`config.mk`:
```
export PLATFORM = sky130hd
export DESIGN_NAME = eec_host
export DESIGN_NICKNAME = d
export VERILOG_FILES = /design/src/eec_pkg.sv /design/src/eec_timer.sv /design/src/eec_host.sv
export SDC_FILE = /design/constraint.sdc
export NUM_CORES = 1
export LEC_CHECK = 0
export ABC_AREA = 1
export BUFFER_PORTS_ARGS = -buffer_cell sky130_fd_sc_hd__buf_4
export CAP_MARGIN = 40
export CORE_MARGIN = 2
export CORE_UTILIZATION = 56
export CTS_CLUSTER_SIZE = 30
export DETAILED_ROUTE_END_ITERATION = 10
export PLACE_DENSITY_LB_ADDON = 0.05
export SYNTH_ARGS = -nofsm -noshare
export SYNTH_HDL_FRONTEND = slang
export SYNTH_HIERARCHICAL = 1
export SYNTH_SLANG_ARGS = --single-unit
```
`constraint.sdc`:
```
create_clock -name CLK_I -period 2.81 [get_ports CLK_I]
set_input_delay 0.843 -clock CLK_I [delete_from_list [all_inputs] [get_ports CLK_I]]
set_output_delay 0.843 -clock CLK_I [all_outputs]
set_load 0.05 [all_outputs]
```
`src/eec_pkg.sv`:
```
package eec_pkg;

  // ----------------------------------------------------------------
  // Clock and pin widths
  // ----------------------------------------------------------------
  localparam int unsigned CLK_PERIOD_NS = 40;
  localparam int unsigned ADDR_W = 11;
  localparam int unsigned DATA_W = 8;
  localparam int unsigned TMR_W = 18;
  localparam int unsigned SYNC_STAGES = 2;

  // ----------------------------------------------------------------
  // Pin timing, in nanoseconds
  // ----------------------------------------------------------------
  localparam int unsigned T_SETUP_NS = 50;
  localparam int unsigned T_RD_REC_NS = 2000;
  localparam int unsigned T_ACC_NS = 200;
  localparam int unsigned T_CHIP_SETUP_NS = 1000;
  localparam int unsigned T_OE_HOLD_NS = 1000;
  localparam int unsigned T_ERASE_REC_NS = 10000;
  localparam int unsigned T_WP_STD_NS = 9000000;
  localparam int unsigned T_WP_FAST_NS = 1000000;
  localparam int unsigned T_WP_CHIP_NS = 10000000;

  // Least time to whole cycles, never below one
  function automatic int unsigned eec_cyc_up(input int unsigned t_ns);
    int unsigned c;
    c = (t_ns + CLK_PERIOD_NS - 1) / CLK_PERIOD_NS;
    return (c == 0) ? 1 : c;
  endfunction

  // ----------------------------------------------------------------
  // Derived cycle counts
  // ----------------------------------------------------------------
  localparam int unsigned SETUP_CYC = eec_cyc_up(T_SETUP_NS);
  localparam int unsigned RD_REC_CYC = eec_cyc_up(T_RD_REC_NS);
  localparam int unsigned ACC_CYC = eec_cyc_up(T_ACC_NS) + SYNC_STAGES;
  localparam int unsigned CHIP_SETUP_CYC = eec_cyc_up(T_CHIP_SETUP_NS);
  localparam int unsigned OE_HOLD_CYC = eec_cyc_up(T_OE_HOLD_NS);
  localparam int unsigned ERASE_REC_CYC = eec_cyc_up(T_ERASE_REC_NS);

  // Data pattern of an erase
  localparam logic [DATA_W-1:0] ERASE_DATA = 8'hff;

  // ----------------------------------------------------------------
  // Commands and sequencer states
  // ----------------------------------------------------------------
  typedef enum logic [1:0] {
    OP_READ = 2'h0,
    OP_WRITE = 2'h1,
    OP_ERASE = 2'h2,
    OP_CHIP = 2'h3
  } eec_op_t;

  typedef enum logic [2:0] {
    ST_IDLE = 3'h0,
    ST_SETUP = 3'h1,
    ST_PULSE = 3'h2,
    ST_OEHOLD = 3'h3,
    ST_RECOV = 3'h4,
    ST_READ = 3'h5
  } eec_state_t;

endpackage

```
`src/eec_timer.sv`:
```
module eec_timer #(
  parameter int unsigned W = 18
)(
  input wire logic clk_i,
  input wire logic rst_n_i,
  input wire logic load_i,
  input wire logic [W-1:0] load_val_i,
  output logic expired_o
);

  logic [W-1:0] cnt_ff;
  logic [W-1:0] nxt_cnt;

  // Reload or count down to zero
  assign nxt_cnt = load_i ? load_val_i : ((cnt_ff != '0) ? cnt_ff - 1'b1 : cnt_ff);
  assign expired_o = (cnt_ff == '0);

  // ----------------------------------------------------------------
  // Counter
  // ----------------------------------------------------------------
  always_ff @(posedge clk_i or negedge rst_n_i)
  begin
    if (!rst_n_i)
      cnt_ff <= '0;
    else
      cnt_ff <= nxt_cnt;
  end
endmodule

```
`src/eec_host.sv`:
```
// Behaviour
// Device decodes six modes from strobes
// Host erases a byte before writing it
// Erase: select low, gate high, data ones
// Device latches inputs on strobe fall
// Device byte erase ends under 10 ms
// Write equals erase but with true data
// Fast variant erases or writes in 1 ms
// Device accepts low or high-voltage strobe
// Device ignores write-strobe rising edge timing
// Chip erase holds gate at high voltage
// Device alters only the addressed byte
// Read: strobe high, select and gate low
// Select high gives standby, data floats
// Device blocks writes at low supply
// Device refuses writes with wrong select/gate
// Inputs ignored from hold until recovery
// Strobe low at least 9 ms or 1 ms
// Device timer rejects requests while busy
module eec_host
  import eec_pkg::*;
#(
  parameter bit FAST_VARIANT = 1'b0,
  parameter int unsigned WP_CYC =
    eec_pkg::eec_cyc_up(FAST_VARIANT ? eec_pkg::T_WP_FAST_NS : eec_pkg::T_WP_STD_NS),
  parameter int unsigned CHIP_WP_CYC = eec_pkg::eec_cyc_up(eec_pkg::T_WP_CHIP_NS)
)(
  input wire logic CLK_I,
  input wire logic RESET_N_I,
  input wire logic REQ_VALID_I,
  input wire logic [1:0] REQ_OP_I,
  input wire logic [eec_pkg::ADDR_W-1:0] REQ_ADDR_I,
  input wire logic [eec_pkg::DATA_W-1:0] REQ_WDATA_I,
  output logic REQ_READY_O,
  output logic DONE_O,
  output logic [eec_pkg::DATA_W-1:0] RDATA_O,
  output logic CE_N_O,
  output logic OE_N_O,
  output logic OE_HV_O,
  output logic WE_N_O,
  output logic [eec_pkg::ADDR_W-1:0] ADDR_O,
  output logic [eec_pkg::DATA_W-1:0] DQ_O,
  output logic DQ_OE_O,
  input wire logic [eec_pkg::DATA_W-1:0] DQ_I
);

  // ----------------------------------------------------------------
  // State
  // ----------------------------------------------------------------
  eec_state_t state_ff, nxt_state;
  eec_op_t op_ff, nxt_op;
  logic erase_phase_ff, nxt_erase_phase;
  logic ce_n_ff, nxt_ce_n;
  logic oe_n_ff, nxt_oe_n;
  logic hv_ff, nxt_hv;
  logic we_n_ff, nxt_we_n;
  logic dq_oe_ff, nxt_dq_oe;
  logic ready_ff, nxt_ready;
  logic done_ff, nxt_done;
  logic [ADDR_W-1:0] addr_ff, nxt_addr;
  logic [DATA_W-1:0] wdata_ff, nxt_wdata;
  logic [DATA_W-1:0] dq_ff, nxt_dq;
  logic [DATA_W-1:0] rdata_ff, nxt_rdata;
  logic [DATA_W-1:0] sync1_ff, sync2_ff;
  logic tmr_ld;
  logic [TMR_W-1:0] tmr_val;
  wire tmr_exp;

  // ----------------------------------------------------------------
  // Decodes
  // ----------------------------------------------------------------
  wire accept = ready_ff && REQ_VALID_I;
  wire req_read = (REQ_OP_I == OP_READ);
  wire req_chip = (REQ_OP_I == OP_CHIP);
  wire is_chip = (op_ff == OP_CHIP);
  wire [TMR_W-1:0] setup_len = is_chip ? TMR_W'(CHIP_SETUP_CYC) : TMR_W'(SETUP_CYC);
  wire [TMR_W-1:0] pulse_len = is_chip ? TMR_W'(CHIP_WP_CYC) : TMR_W'(WP_CYC);
  wire [TMR_W-1:0] req_setup_len = req_chip ? TMR_W'(CHIP_SETUP_CYC) : TMR_W'(SETUP_CYC);

  // Interval timer
  eec_timer #(
    .W(TMR_W)
  ) u_timer (
    .clk_i(CLK_I),
    .rst_n_i(RESET_N_I),
    .load_i(tmr_ld),
    .load_val_i(tmr_val),
    .expired_o(tmr_exp)
  );

  // ----------------------------------------------------------------
  // Sequencer
  // ----------------------------------------------------------------
  always_comb
  begin
    nxt_state = state_ff;
    nxt_op = op_ff;
    nxt_erase_phase = erase_phase_ff;
    nxt_ce_n = ce_n_ff;
    nxt_oe_n = oe_n_ff;
    nxt_hv = hv_ff;
    nxt_we_n = we_n_ff;
    nxt_dq_oe = dq_oe_ff;
    nxt_ready = ready_ff;
    nxt_done = 1'b0;
    nxt_addr = addr_ff;
    nxt_wdata = wdata_ff;
    nxt_dq = dq_ff;
    nxt_rdata = rdata_ff;
    tmr_ld = 1'b0;
    tmr_val = '0;
    unique case (state_ff)
      ST_IDLE:
      begin
        if (accept)
        begin
          nxt_op = eec_op_t'(REQ_OP_I);
          nxt_addr = REQ_ADDR_I;
          nxt_wdata = REQ_WDATA_I;
          nxt_ready = 1'b0;
          nxt_ce_n = 1'b0;
          tmr_ld = 1'b1;
          if (req_read)
          begin
            nxt_oe_n = 1'b0;
            nxt_state = ST_READ;
            tmr_val = TMR_W'(ACC_CYC);
          end
          else
          begin
            nxt_oe_n = 1'b1;
            nxt_hv = req_chip;
            nxt_dq_oe = 1'b1;
            nxt_dq = ERASE_DATA;
            nxt_erase_phase = (REQ_OP_I == OP_WRITE);
            nxt_state = ST_SETUP;
            tmr_val = req_setup_len;
          end
        end
      end
      ST_SETUP:
      begin
        if (tmr_exp)
        begin
          nxt_we_n = 1'b0;
          nxt_state = ST_PULSE;
          tmr_ld = 1'b1;
          tmr_val = pulse_len;
        end
      end
      ST_PULSE:
      begin
        if (tmr_exp)
        begin
          nxt_we_n = 1'b1;
          tmr_ld = 1'b1;
          nxt_state = is_chip ? ST_OEHOLD : ST_RECOV;
          tmr_val = is_chip ? TMR_W'(OE_HOLD_CYC) : TMR_W'(RD_REC_CYC);
        end
      end
      ST_OEHOLD:
      begin
        if (tmr_exp)
        begin
          nxt_hv = 1'b0;
          nxt_state = ST_RECOV;
          tmr_ld = 1'b1;
          tmr_val = TMR_W'(ERASE_REC_CYC);
        end
      end
      ST_RECOV:
      begin
        if (tmr_exp && erase_phase_ff)
        begin
          nxt_erase_phase = 1'b0;
          nxt_dq = wdata_ff;
          nxt_state = ST_SETUP;
          tmr_ld = 1'b1;
          tmr_val = TMR_W'(SETUP_CYC);
        end
        else if (tmr_exp)
        begin
          nxt_ce_n = 1'b1;
          nxt_dq_oe = 1'b0;
          nxt_done = 1'b1;
          nxt_ready = 1'b1;
          nxt_state = ST_IDLE;
        end
      end
      ST_READ:
      begin
        if (tmr_exp)
        begin
          nxt_rdata = sync2_ff;
          nxt_oe_n = 1'b1;
          nxt_ce_n = 1'b1;
          nxt_done = 1'b1;
          nxt_ready = 1'b1;
          nxt_state = ST_IDLE;
        end
      end
      default:
      begin
        nxt_state = ST_IDLE;
        nxt_ce_n = 1'b1;
        nxt_oe_n = 1'b1;
        nxt_we_n = 1'b1;
        nxt_hv = 1'b0;
        nxt_dq_oe = 1'b0;
        nxt_ready = 1'b1;
      end
    endcase
  end

  // ----------------------------------------------------------------
  // Registers
  // ----------------------------------------------------------------
  always_ff @(posedge CLK_I or negedge RESET_N_I)
  begin
    if (!RESET_N_I)
    begin
      state_ff <= ST_IDLE;
      op_ff <= OP_READ;
      erase_phase_ff <= 1'b0;
      ce_n_ff <= 1'b1;
      oe_n_ff <= 1'b1;
      hv_ff <= 1'b0;
      we_n_ff <= 1'b1;
      dq_oe_ff <= 1'b0;
      ready_ff <= 1'b1;
      done_ff <= 1'b0;
      addr_ff <= '0;
      wdata_ff <= '0;
      dq_ff <= '0;
      rdata_ff <= '0;
    end
    else
    begin
      state_ff <= nxt_state;
      op_ff <= nxt_op;
      erase_phase_ff <= nxt_erase_phase;
      ce_n_ff <= nxt_ce_n;
      oe_n_ff <= nxt_oe_n;
      hv_ff <= nxt_hv;
      we_n_ff <= nxt_we_n;
      dq_oe_ff <= nxt_dq_oe;
      ready_ff <= nxt_ready;
      done_ff <= nxt_done;
      addr_ff <= nxt_addr;
      wdata_ff <= nxt_wdata;
      dq_ff <= nxt_dq;
      rdata_ff <= nxt_rdata;
    end
  end

  // Data pins through two flops
  always_ff @(posedge CLK_I or negedge RESET_N_I)
  begin
    if (!RESET_N_I)
    begin
      sync1_ff <= '0;
      sync2_ff <= '0;
    end
    else
    begin
      sync1_ff <= DQ_I;
      sync2_ff <= sync1_ff;
    end
  end

  // Output pins straight from flops
  assign REQ_READY_O = ready_ff;
  assign DONE_O = done_ff;
  assign RDATA_O = rdata_ff;
  assign CE_N_O = ce_n_ff;
  assign OE_N_O = oe_n_ff;
  assign OE_HV_O = hv_ff;
  assign WE_N_O = we_n_ff;
  assign ADDR_O = addr_ff;
  assign DQ_O = dq_ff;
  assign DQ_OE_O = dq_oe_ff;

  // ----------------------------------------------------------------
  // Checks
  // ----------------------------------------------------------------
  logic [TMR_W-1:0] low_cnt_ff;
  logic erased_vld_ff;
  logic [ADDR_W-1:0] erased_addr_ff;
  wire [TMR_W-1:0] need_cyc = hv_ff ? TMR_W'(CHIP_WP_CYC) : TMR_W'(WP_CYC);
  wire we_fall = we_n_ff && !nxt_we_n;

  // Strobe low length and last erased byte
  always_ff @(posedge CLK_I or negedge RESET_N_I)
  begin
    if (!RESET_N_I)
    begin
      low_cnt_ff <= '0;
      erased_vld_ff <= 1'b0;
      erased_addr_ff <= '0;
    end
    else
    begin
      low_cnt_ff <= we_n_ff ? '0 : low_cnt_ff + 1'b1;
      if (we_fall && (dq_ff == ERASE_DATA))
      begin
        erased_vld_ff <= 1'b1;
        erased_addr_ff <= addr_ff;
      end
    end
  end
endmodule

```
### Yosys cells after proc, flatten, opt, wreduce, memory -nomap -nowiden

Cells that the tools add are included.

| storage, ports and cells | value |
|---|---|
| flip-flop bits (word level) | 82 |
| logic and storage cells | 117 |

| operators by class | value |
|---|---|
| add/subtract/negate cells | 1 |
| equality and inequality tests | 17 |
| muxes and demuxes | 55 |
| bitwise operators | 5 |
| reductions and logical operators | 22 |

Operator list:

| kind | count |
|---|---|
| $pmux 18 s5 | 1 |
| $mux 18 | 3 |
| $mux 8 | 4 |
| $mux 3 | 8 |
| $mux 1 | 21 |
| $logic_not 18->1 | 1 |
| $ne 2x2->1 const B | 9 |
| $pmux 3 s6 | 1 |
| $reduce_bool 18->1 | 1 |
| $sub 18x1->18 const B | 1 |
| $mux 16 | 1 |
| $pmux 8 s2 | 1 |
| $reduce_or 4->1 | 4 |
| $mux 5 | 3 |
| $pmux 1 s3 | 5 |
| $mux 6 | 2 |
| $reduce_and 4->1 | 3 |
| $reduce_and 3->1 | 3 |
| $pmux 1 s4 | 2 |
| $eq 3x2->1 const B | 2 |
| $eq 3x3->1 const B | 2 |
| $not 1->1 | 5 |
| $reduce_and 5->1 | 1 |
| $eq 2x2->1 const B | 2 |
| other kinds (10) | 14 |

### Longest topological paths before layout

| depth | value |
|---|---|
| depth in word-level cells | 6 |
| depth in mapped cells | 15 |
| mapped depth without buffers | 15 |

### Hierarchy

The synthesis kept the hierarchy.

Modules (own cells, without submodules):

| module | times used | cells an instance | area each (um^2) | seq. area each (um^2) |
|---|---|---|---|---|
| eec_host | 1 | 320 | 2881.5 | 1606.5 |
| eec_timer | 1 | 180 | 1271.2 | 450.4 |

### Least setup slack after synthesis

No wires, ideal clock.

| path | value |
|---|---|
| path type | register -> register |
| from | register u_timer.cnt_ff[0] |
| to | register u_timer.cnt_ff[1] |
| library setup time | 0.127 ns |
| arrival | 2.367 ns |
| slack | 0.317 ns |
| cell stages (with the launch flop) | 15 |
| buffers on the path | 3 |
| path through | dfrtp_1 > inv_1 > ha_1 > nand2_2 > nor2_8 > nand3_2 > nor3_1 > buf_2 > buf_2 > nand3_1 > nand3_1 > clkbuf_1 > o21ai_0 > nand2_1 > o21ai_0 |

| between the ends | value |
|---|---|
| longest elaborated chain between the ends | 5 |
| elaborated cells between the ends (all ways) | 15 |

RTL lines:

| element | RTL line | source |
|---|---|---|
| from (decl) | eec_timer.sv:11 | `logic [W-1:0] cnt_ff;` |
| from (signal assigned) | eec_timer.sv:26 | `cnt_ff <= nxt_cnt;` |
| $logic_not 18->1 * | eec_timer.sv:16 | `assign expired_o = (cnt_ff == '0);` |
| net tmr_exp | eec_host.sv:67 | `wire tmr_exp;` |
| $logic_and 1x1->1 | eec_host.sv:173 | `if (tmr_exp && erase_phase_ff)` |
| $mux 1 | eec_host.sv:173 |  |
| $pmux 1 s3 * | eec_host.sv:112 | `unique case (state_ff)` |
| net tmr_ld | eec_host.sv:65 | `logic tmr_ld;` |
| $mux 18 or $reduce_bool 2->1 (tied branches) | -- |  |

Mark *: on every way through the listed nets, which the timed path passes. The rest lies on a longest branch. The select of a mux whose other input is x is not followed.
A chain may end at the register's enable or synchronous reset.

### Worst setup path after layout

| path | value |
|---|---|
| from | register u_timer.cnt_ff[0] |
| to | register u_timer.cnt_ff[6] |

Same word-level chain as after synthesis.

==> results.tsv <==
metric	value	unit
clock_tree.root_cell	clkbuf_8	
p_clk_frac	0.174	
synth_fp_nets	537	
iteration_0_drc_markers	193	
timing_worst_setup_path_type	reg2reg	
first_global_vias	3324	
drive_gt1_frac	0.255	
wire_length_after_detailed_routing	8.74	mm
cp_slowest_stage_delay	0.39	ns
power_density	1150	nW/µm²
placed_cell_area	4690	µm²
gp_congestion	0.944	
finalSetupViolCount	0	
cts.sinks	82	
postCtsResizedCells	0	
total_of_flip_flops_plus_latches_after_synthesis	82	
switching_power	2630	µW
final_max_slew_viol_count	0	
cts_hold_buffers	0	
power_report.internal_total	3030	µW
total_congestion_overflow_after_global_routing	0	
power.leakage	0.00265	µW
yosysMostFrequentCell	nand2_1	
crit_fanout	21	
global_route.usage.total	0.228	
path_cells	inv_1 > ha_1 > nand2_2 > nor2_8 > nand3_2 > nor3_2 > buf_4 > nand3_1 > nand3_1 > buf_4 > a21oi_1 > o21ai_0 > nand2_1 > nand2_1 > inv_1	
place_hpwl	6.32	mm
postSynthCellCount	500	
power.switching_fraction	0.465	
routed-via-count	3462	
wl_per_cell	13.0	µm
outcome	finished, final reports clean	
post_route_setup_tns	0	ns
synthSimpleGateAreaFrac	0.340	
route.antenna.remaining_nets	0	
grt_antenna_before_repair	0	
rows	31	
synthDistinctLibCells	38	
path_buf_inv	4	
max_clock_freq	407	MHz
yosys.area_share.adder	0.0151	
worstSetupStartpointType	flop	
vias_per_cell	5.15	
synth-xor-area-share	0.00211	
max_slew.worst_pin.slew	0.588	ns
share_of_the_synthesized_area_in_the_top_cell_type	0.470	
p_comb_frac	0.480	
synth_compound_area_frac	0.0741	
horiz_die_dim	90.1	µm
synth_seq_area_share	0.495	
clock_skew	0.0116	ns
floorplan.initialDensity	0.576	
hold_class	reg2reg	
power.sequential.fraction	0.346	
yosys-mux-area-fraction	0	
core_area	7210	µm²
grt_start_max_net_pins	46	
io_buffers	65	
max-slew-margin-rel	0.608	
synth_enable_flop_cells	0	
yosys_most_used_dff	dfrtp_1	
critical_path.endpoint_type	flop	
ys_async_sr_fraction	1.00	
finalInstanceArea	4930	µm²
ys.warnings.count	6	
vdd_ir_drop_max	665	µV
synth.area.top_cells	dfrtp_1, nand2_1, nand3_1	
netlist_top_cells_count	nand2_1, dfrtp_1, nor2_1	
area_growth_syn_to_layout	18.7	%
setup_repair_after_global_routing_missed_its_margin	no	
drtPass1Iterations	4	
die_h	90.1	µm
antenna_cells	0	
floorplan.die_area	8120	µm²
tritoncts	done	
timing.critical_path.arrival	2.72	ns
floorplan.io_pins	66	
grt_pass1_wl	15.0	mm
layout.nets	605	
postSynthAreaPerCell	8.31	µm²
cts_buffer_count	9	
max_cap_violation_count	0	
cts-root-to-sink-buffers	2	
largest_family_of_logic_cells_by_synthesized_area	simple AND/OR/NAND/NOR gates	
clk-insertion-delay-late	0.36	ns
final_report_hold_violation_count	0	
fin_crit_sh	0.875	
slowest_cp_cell	dfrtp_1	
crit_required	3.07	ns
syn-cell-area	4150	µm²
path_clk_slew	0.08	ns
postCtsSetupBuffers	0	
finalWorstPathRequiredPeriod	2.46	ns
netlist.top_cell.by_area	dfrtp_1	
detail_route.drc_violations	0	
h_tree_depth	3	
cp_top_family	simple AND/OR/NAND/NOR gates	
-- per-stage QoR --
| stage | hold WS, ns | setup slack (ns) | std cells | util | total power (µW) |
|---|---|---|---|---|---|
| 3_5_place_dp | 0.336 | 0.206 | 656 | 0.651 | 4690 |
| 6_report | 0.349 | 0.351 | 672 | 0.683 | 5660 |
| 2_1_floorplan | 0.331 | 0.317 | 500 | - | 4050 |
| 3_3_place_gp | 0.332 | 0.323 | 656 | 0.651 | 4610 |
| 5_1_grt | 0.368 | 0.104 | 672 | 0.683 | 6050 |
| 4_1_cts | 0.351 | 0.183 | 672 | 0.683 | 5690 |
-- layout by cell type, fill, tap and decap left out, types with 4 or more instances in the layout --
master and instances:
nand2_1 180, nor2_1 47, o21ai_0 15, o21ai_2 8, buf_4 70, ha_1 5
o21ai_1 4, a21oi_1 10, nor2_2 10, inv_1 36, clkbuf_8 11, nand2_2 6
a21oi_2 9, nand3_1 45, dfstp_2 4, dfrtp_1 78
-- path summary, 6_finish.rpt --
| kind | startpoint | to | slack (ns) | cells after the start |
|---|---|---|---|---|
| max | u_timer/cnt_ff[0] | u_timer/cnt_ff[6] | 0.35 | 15 |
| min | sync1_ff[6] | sync2_ff[6] | 0.35 | 0 |
| max reg2reg | u_timer/cnt_ff[0] | u_timer/cnt_ff[6] | 0.35 | 15 |
| min reg2reg | sync1_ff[6] | sync2_ff[6] | 0.35 | 0 |
| max in group asynchronous | RESET_N_I | OE_N_O | 1.66 | 2 |
| min in group asynchronous | RESET_N_I | RDATA_O[6] | 0.48 | 1 |
-- power by group through the flow --
stage                     Clock, µW  Sequential (µW)  Combinational, µW
after global placement            0             1960               2650
after CTS                      1010             1950               2730
after global routing           1050             2010               2990
after floorplan                   0             2500               1550
final                           985             1950               2720
after detailed placement          0             1970               2710
-- kinds of logic after synthesis --
logic type,count (synthesis)
AOI/OAI and AO/OA,48
and+or+nand+nor,307
xor gates and xnor gates,1
buffers and inverters,56
adders and majority gates,5
DFF,82
other,1
-- registers in the layout, indices dropped and copies added, names as in the netlist, 2 cells and up --
register,flops
state_ff,3
op_ff,2
sync1_ff,8
ADDR_O,11
u_timer/cnt_ff,18
RDATA_O,8
DQ_O,8
wdata_ff,8
sync2_ff,8
-- layer usage --
metal	vias up	GRT usage	routed length [µm]
met2	102	0.376	4160
met1	1625	0.289	3880
met5	-	0	0
li1	1715	-	-
met4	0	0.0872	189
met3	20	0.0587	506
-- final cells by class --
class | count | area [µm²]
Sequential cell | 82 | 2060
Clock buffer | 11 | 151
Inverter | 42 | 168
Fill cell | 634 | 2280
Timing Repair Buffer | 71 | 546
Clock inverter | 5 | 83.8
Multi-Input combinational cell | 362 | 1800
Tap cell | 99 | 124
Power figures use the tool's default switching activity.
